<file path="src/shared/raster_pkg.sv">
// Package with command codes, modes, states and timing constants for the raster sequencer.
package raster_pkg;

    localparam logic [7:0] CMD_MOVE_START = 8'h08;
    localparam logic [7:0] CMD_OP_MODE = 8'h17;
    localparam logic [15:0] MOVE_TO_START = 16'h0006;
    localparam logic [15:0] MODE_STOP = 16'h0000;
    localparam logic [15:0] MODE_CONTINUOUS = 16'h0003;
    localparam logic [15:0] MODE_ONE_WAY = 16'h0008;
    localparam logic [15:0] MODE_ROUND_TRIP = 16'h0009;

    localparam logic [7:0] PARAM_SCAN_TIME = 8'h1a;
    localparam logic [7:0] PARAM_DUTY = 8'h1b;
    localparam logic [7:0] PARAM_ANGLE = 8'h1c;

    localparam int CLK_HZ = 10000000;
    localparam int MAX_TRIG_JITTER_NS = 10000;
    localparam int MAX_TRIG_JITTER_CYC = (MAX_TRIG_JITTER_NS * (CLK_HZ / 1000000)) / 1000;

    typedef enum logic [1:0] {
        ARM_NONE,
        ARM_ONE_WAY,
        ARM_ROUND_TRIP,
        ARM_CONTINUOUS
    } arm_e;

    typedef enum logic [2:0] {
        ST_IDLE,
        ST_POSITION,
        ST_WAIT_TRIG,
        ST_FORWARD,
        ST_BACKWARD
    } seq_e;

endpackage : raster_pkg

</file>
<file path="src/shared/trig_if.sv">
// Interface carrying the synchronised trigger event between the sequencer modules.
interface trig_if;
    logic level;
    logic rise;
    modport source (output level, output rise);
    modport sink (input level, input rise);
endinterface : trig_if

</file>
<file path="src/rtl/raster_sequencer.sv">
// Triggered raster scan sequencer driving one scanner axis controller.
module raster_sequencer (
    input wire logic clk_in,
    input wire logic reset_in,
    input wire logic cmd_valid_in,
    input wire logic [7:0] cmd_id_in,
    input wire logic [15:0] cmd_data_in,
    input wire logic param_valid_in,
    input wire logic [7:0] param_id_in,
    input wire logic [15:0] param_data_in,
    input wire logic trigger_input_line_in,
    input wire logic position_done_in,
    input wire logic stroke_done_in,
    output logic position_start_out,
    output logic stroke_start_out,
    output logic stroke_reverse_out,
    output logic scanning_out,
    output logic [1:0] armed_mode_out,
    output logic [15:0] scan_time_out,
    output logic [15:0] duty_ratio_out,
    output logic [15:0] scan_angle_out,
    output logic trigger_dropped_out
);
    typedef struct packed {
        raster_pkg::seq_e state;
        raster_pkg::arm_e arm;
        logic position_start;
        logic stroke_start;
        logic reverse;
        logic dropped;
        logic [15:0] scan_time;
        logic [15:0] duty;
        logic [15:0] angle;
    } seq_s;

    seq_s st_r;
    seq_s st_nxt;

    trig_if trig ();

    trig_sync u_sync (
        .clk_in(clk_in),
        .reset_in(reset_in),
        .trigger_input_line_in(trigger_input_line_in),
        .trig(trig)
    );

    function automatic logic is_cmd(input logic [7:0] id, input logic [15:0] data,
                                    input logic [7:0] want_id, input logic [15:0] want_data);
        is_cmd = cmd_valid_in && (id == want_id) && (data == want_data);
    endfunction : is_cmd

    always_comb
    begin
        st_nxt = st_r;
        st_nxt.position_start = 1'b0;
        st_nxt.stroke_start = 1'b0;
        st_nxt.dropped = 1'b0;
        if (param_valid_in)
        begin
            case (param_id_in)
                raster_pkg::PARAM_SCAN_TIME: st_nxt.scan_time = param_data_in;
                raster_pkg::PARAM_DUTY: st_nxt.duty = param_data_in;
                raster_pkg::PARAM_ANGLE: st_nxt.angle = param_data_in;
                default: st_nxt.scan_time = st_r.scan_time;
            endcase
        end
        case (st_r.state)
            raster_pkg::ST_IDLE:
            begin
                if (is_cmd(cmd_id_in, cmd_data_in, raster_pkg::CMD_MOVE_START,
                           raster_pkg::MOVE_TO_START))
                begin
                    st_nxt.position_start = 1'b1;
                    st_nxt.state = raster_pkg::ST_POSITION;
                end
            end
            raster_pkg::ST_POSITION:
            begin
                if (position_done_in)
                begin
                    st_nxt.state = raster_pkg::ST_WAIT_TRIG;
                end
            end
            raster_pkg::ST_WAIT_TRIG:
            begin
                if (st_r.arm == raster_pkg::ARM_CONTINUOUS)
                begin
                    st_nxt.stroke_start = 1'b1;
                    st_nxt.reverse = 1'b0;
                    st_nxt.state = raster_pkg::ST_FORWARD;
                end
                else if (trig.rise && st_r.arm != raster_pkg::ARM_NONE)
                begin
                    st_nxt.stroke_start = 1'b1;
                    st_nxt.reverse = 1'b0;
                    st_nxt.state = raster_pkg::ST_FORWARD;
                end
            end
            raster_pkg::ST_FORWARD:
            begin
                if (trig.rise)
                begin
                    st_nxt.dropped = 1'b1;
                end
                if (stroke_done_in)
                begin
                    if (st_r.arm == raster_pkg::ARM_ONE_WAY)
                    begin
                        st_nxt.state = raster_pkg::ST_WAIT_TRIG;
                    end
                    else
                    begin
                        st_nxt.stroke_start = 1'b1;
                        st_nxt.reverse = 1'b1;
                        st_nxt.state = raster_pkg::ST_BACKWARD;
                    end
                end
            end
            raster_pkg::ST_BACKWARD:
            begin
                if (trig.rise)
                begin
                    st_nxt.dropped = 1'b1;
                end
                if (stroke_done_in)
                begin
                    st_nxt.reverse = 1'b0;
                    st_nxt.state = raster_pkg::ST_WAIT_TRIG;
                end
            end
            default:
            begin
                st_nxt.state = raster_pkg::ST_IDLE;
            end
        endcase
        if (cmd_valid_in && cmd_id_in == raster_pkg::CMD_OP_MODE)
        begin
            case (cmd_data_in)
                raster_pkg::MODE_ONE_WAY: st_nxt.arm = raster_pkg::ARM_ONE_WAY;
                raster_pkg::MODE_ROUND_TRIP: st_nxt.arm = raster_pkg::ARM_ROUND_TRIP;
                raster_pkg::MODE_CONTINUOUS: st_nxt.arm = raster_pkg::ARM_CONTINUOUS;
                raster_pkg::MODE_STOP:
                begin
                    st_nxt.arm = raster_pkg::ARM_NONE;
                    st_nxt.stroke_start = 1'b0;
                    st_nxt.reverse = 1'b0;
                    st_nxt.state = raster_pkg::ST_IDLE;
                end
                default: st_nxt.arm = st_r.arm;
            endcase
        end
    end

    always_ff @(posedge clk_in)
    begin
        if (reset_in)
        begin
            st_r <= '0;
        end
        else
        begin
            st_r <= st_nxt;
        end
    end

    assign position_start_out = st_r.position_start;
    assign stroke_start_out = st_r.stroke_start;
    assign stroke_reverse_out = st_r.reverse;
    assign scanning_out = (st_r.state == raster_pkg::ST_FORWARD) ||
                          (st_r.state == raster_pkg::ST_BACKWARD);
    assign armed_mode_out = st_r.arm;
    assign scan_time_out = st_r.scan_time;
    assign duty_ratio_out = st_r.duty;
    assign scan_angle_out = st_r.angle;
    assign trigger_dropped_out = st_r.dropped;
endmodule : raster_sequencer

</file>
<file path="src/rtl/trig_sync.sv">
// Trigger synchroniser with three flip-flops and rising-edge detection.
module trig_sync (
    input wire logic clk_in,
    input wire logic reset_in,
    input wire logic trigger_input_line_in,
    trig_if.source trig
);
    typedef struct packed {
        logic s1;
        logic s2;
        logic s3;
        logic level;
    } sync_s;

    sync_s st_r;
    sync_s st_nxt;

    always_comb
    begin
        st_nxt = st_r;
        st_nxt.s1 = trigger_input_line_in;
        st_nxt.s2 = st_r.s1;
        st_nxt.s3 = st_r.s2;
        if (st_r.s2 == st_r.s3)
        begin
            st_nxt.level = st_r.s3;
        end
    end

    always_ff @(posedge clk_in)
    begin
        if (reset_in)
        begin
            st_r <= '0;
        end
        else
        begin
            st_r <= st_nxt;
        end
    end

    assign trig.level = st_r.level;
    assign trig.rise = st_nxt.level & ~st_r.level;
endmodule : trig_sync

</file>
<file path="config.mk">
export PLATFORM = sky130hd
export DESIGN_NAME = raster_sequencer
export DESIGN_NICKNAME = d
export VERILOG_FILES = /design/src/shared/raster_pkg.sv /design/src/shared/trig_if.sv /design/src/rtl/raster_sequencer.sv /design/src/rtl/trig_sync.sv
export SDC_FILE = /design/constraint.sdc
export NUM_CORES = 1
export LEC_CHECK = 0
export BUFFER_PORTS_ARGS = -buffer_cell sky130_fd_sc_hd__clkbuf_2
export CORE_ASPECT_RATIO = 1.4
export CORE_UTILIZATION = 24
export CTS_CLUSTER_SIZE = 25
export DETAILED_ROUTE_END_ITERATION = 8
export GPL_ROUTABILITY_DRIVEN = 0
export PLACE_DENSITY = 0.49
export SKIP_CTS_REPAIR_TIMING = 1
export SYNTH_ARGS = -nofsm -noshare
export SYNTH_HDL_FRONTEND = slang
export SYNTH_SLANG_ARGS = --single-unit
</file>
<file path="constraint.sdc">
create_clock -name clk_in -period 3.25 [get_ports clk_in]
set_input_delay 0.8125 -clock clk_in [delete_from_list [all_inputs] [get_ports clk_in]]
set_output_delay 0.8125 -clock clk_in [all_outputs]
set_load 0.01 [all_outputs]
</file>
==> impl_metrics.py <==
metrics = {
    "timing": {
        "rsz0062_at_grt": "no",
        "final-setup-viol-count": 0,
        "slew_violations": 0,
        "hold_viol_final": 0,
        "maxSlewHeadroom_pct": 63.2,
        "skew_ns": 0.00360,
        "tns_ns": 0,
        "min_period_ns": 2.24,
        "fmax_ghz": 0.447,
        "finalCritPeriodShare_pct": 68.8,
        "timing.hold.ws_ns": 0.461,
        "worst_pin_slew_ns": 0.553,
    },
    "die": {
        "die-area_um2": 12700,
        "fp.dieH_um": 133,
        "std_cell_rows": 47,
        "start_util_pct": 24.6,
        "io_pins": 110,
        "die_width_um": 95.3,
        "core_um2": 11900,
    },
    "logic_synthesis": {
        "synth_edf_count": 0,
        "ys_top_cells_by_area": "dfxtp_1 (42%), mux2i_1 (17%), buf_4 (13%), nor2_1 (6.7%), nor2b_1 (1.5%)",
        "synth_nets": 353,
        "synthArstFlopShare_pct": 0,
        "ys_top_cells_by_count": "dfxtp_1 (61), nor2_1 (52), buf_4 (50), mux2i_1 (50), clkbuf_1 (9)",
        "syn_avg_cell_area_um2": 9.82,
        "yosysTopAreaCellShare_pct": 41.7,
        "synth.most_common_cell": "dfxtp_1",
        "synth.cell_area_um2": 2930,
        "ys.flop_type": "dfxtp_1",
        "yosysTopAreaCell": "dfxtp_1",
        "synth-seq-cells": 61,
        "netlist_instances": 298,
        "synth_cell_types": 43,
        "ys_seq_area_share_pct": 41.7,
        "ys_warn_count": 0,
    },
    "global_route": {
        "gr-total-overflow": 0,
        "antenna_found_initial": 0,
        "grt_use_total_pct": 11.0,
        "grt_pass1_wl_um": 10400,
        "grt_max_degree": 53,
        "grt_pass1_vias": 2162,
    },
    "critical_path": {
        "required_ns": 2.44,
        "cp_max_fo": 11,
        "worst_setup_path_end_kind": "output pin",
        "crit_path_start_kind": "register",
        "critPathKind": "register to output pin",
        "cp.arrival_ns": 1.42,
    },
    "clocking": {
        "cts_tree": "yes",
        "clk_latency_ns": 0.32,
        "htree_levels": 3,
        "cts_sinks": 61,
        "clock_path_buffers": 2,
        "clk_pin_slew_ns": 0.05,
        "cts-root-buf": "clkbuf_16",
        "numCtsBuffers": 9,
    },
    "placement": {
        "portBuffers": 109,
        "dp_hpwl_um": 4890,
        "placed_area_um2": 3220,
    },
    "routing": {
        "wl_per_cell_um": 12.9,
        "ant_nets": 0,
        "drt_first_pass_iters": 4,
        "route.vias.total": 2200,
        "drc": 0,
        "drtIter0Drc": 41,
        "viasPerCell": 4.32,
        "drt-total-wl_um": 6590,
    },
    "layout": {
        "drive_gt1_share_pct": 37.3,
        "final_cell_area_um2": 3520,
        "syn2layout_area_growth_pct": 20.3,
        "post-route-util_pct": 29.7,
        "antenna-diode-count": 0,
        "final_nets": 413,
    },
    "pwr": {
        "ir_drop_mv": 0.190,
        "finalPower_mw": 1.78,
        "p_per_area_nw_per_um2": 507,
        "leakage_nw": 1.60,
    },
    "job": {
        "drv_cap": 0,
    },
    "hold_path": {
        "hold_path_class": "register to register",
    },
    "status": {
        "run_status": "finished clean",
    },
}
==> power by group <==
group	switching, mW	internal, mW	total [mW]
sequential	0.00117	0.751	0.752
clock	0.324	0.627	0.951
combinational	0.0439	0.0372	0.0811
==> logic make-up after synthesis <==
family,synth area share [%]
xor gates and xnor gates,0.598
DFF,41.7
buffers and inverters,16.2
adders and majority gates,0.342
muxes,17.1
AOI/OAI and AO/OA,5.51
and+or+nand+nor,18.6
==> stage by stage <==
| step | cells | setup WS [ns] |
|---|---|---|
| floorplan | 298 | 1.11 |
| global placement | 494 | 1.03 |
| detailed placement | 494 | 1.00 |
| CTS | 509 | 0.999 |
| global route | 509 | 0.940 |
| finish | 509 | 1.01 |
==> path summary, 6_finish.rpt <==
kind	slack (ns)	startpoint	cells past startpoint	end
worst max-delay path	1.01	st_r[54]	3	scanning_out
worst min-delay path	0.46	u_sync.st_nxt[2]	1	u_sync.st_nxt[1]
worst max register to register	1.91	u_sync.st_nxt[1]	4	stroke_reverse_out
worst min register to register	0.46	u_sync.st_nxt[2]	1	u_sync.st_nxt[1]
==> final cells by class <==
class                   instances  area [µm²]
inverters                       4        15.0
clock inverters                 4        47.5
fillers                      1300        8360
flip-flops and latches         61        1220
repair buffers                112         568
multi-input cells             170        1230
clock buffers                  11         253
well taps                     147         184
==> per-layer routing <==
| metal | vias to the layer above | routed length, µm | track usage (%) |
|---|---|---|---|
| met1 | 1019 | 2570 | 11.0 |
| li1 | 1093 | - | - |
| met3 | 12 | 475 | 4.31 |
| met5 | - | 0 | 0 |
| met4 | 0 | 141 | 5.30 |
| met2 | 76 | 3400 | 19.2 |
==> worst max-delay path, cell delays in order (launching register included) <==
cell	delay, ns
dfxtp_1	0.53
nor2_1	0.16
a22o_1	0.27
clkbuf_2	0.13
==> state kept, by name, indices dropped and copies added (netlist names), 2 cells and up <==
| signal | flops |
|---|---|
| st_r | 3 |
| scan_angle_out | 16 |
| scan_time_out | 16 |
| duty_ratio_out | 16 |
| armed_mode_out | 2 |
| u_sync.st_nxt | 2 |
==> placed cells by master (no fill, tap or decap), drive strengths merged, types with 2 or more instances in the layout <==
cell and instances:
a22o 2, inv 4, nand2b 6, buf 3, and3 2, nand4 3, nor4b 3, o21ai 2
mux2i 50, dfxtp 61, nand4bb 2, a31oi 3, nor2 52, o21ba 2, clkbuf 120, nor3 4
nor2b 7, nor4 5, a21oi 6, clkinv 2, nand3b 2, a21bo 2
Note: power is estimated with default switching activity, not from simulation.
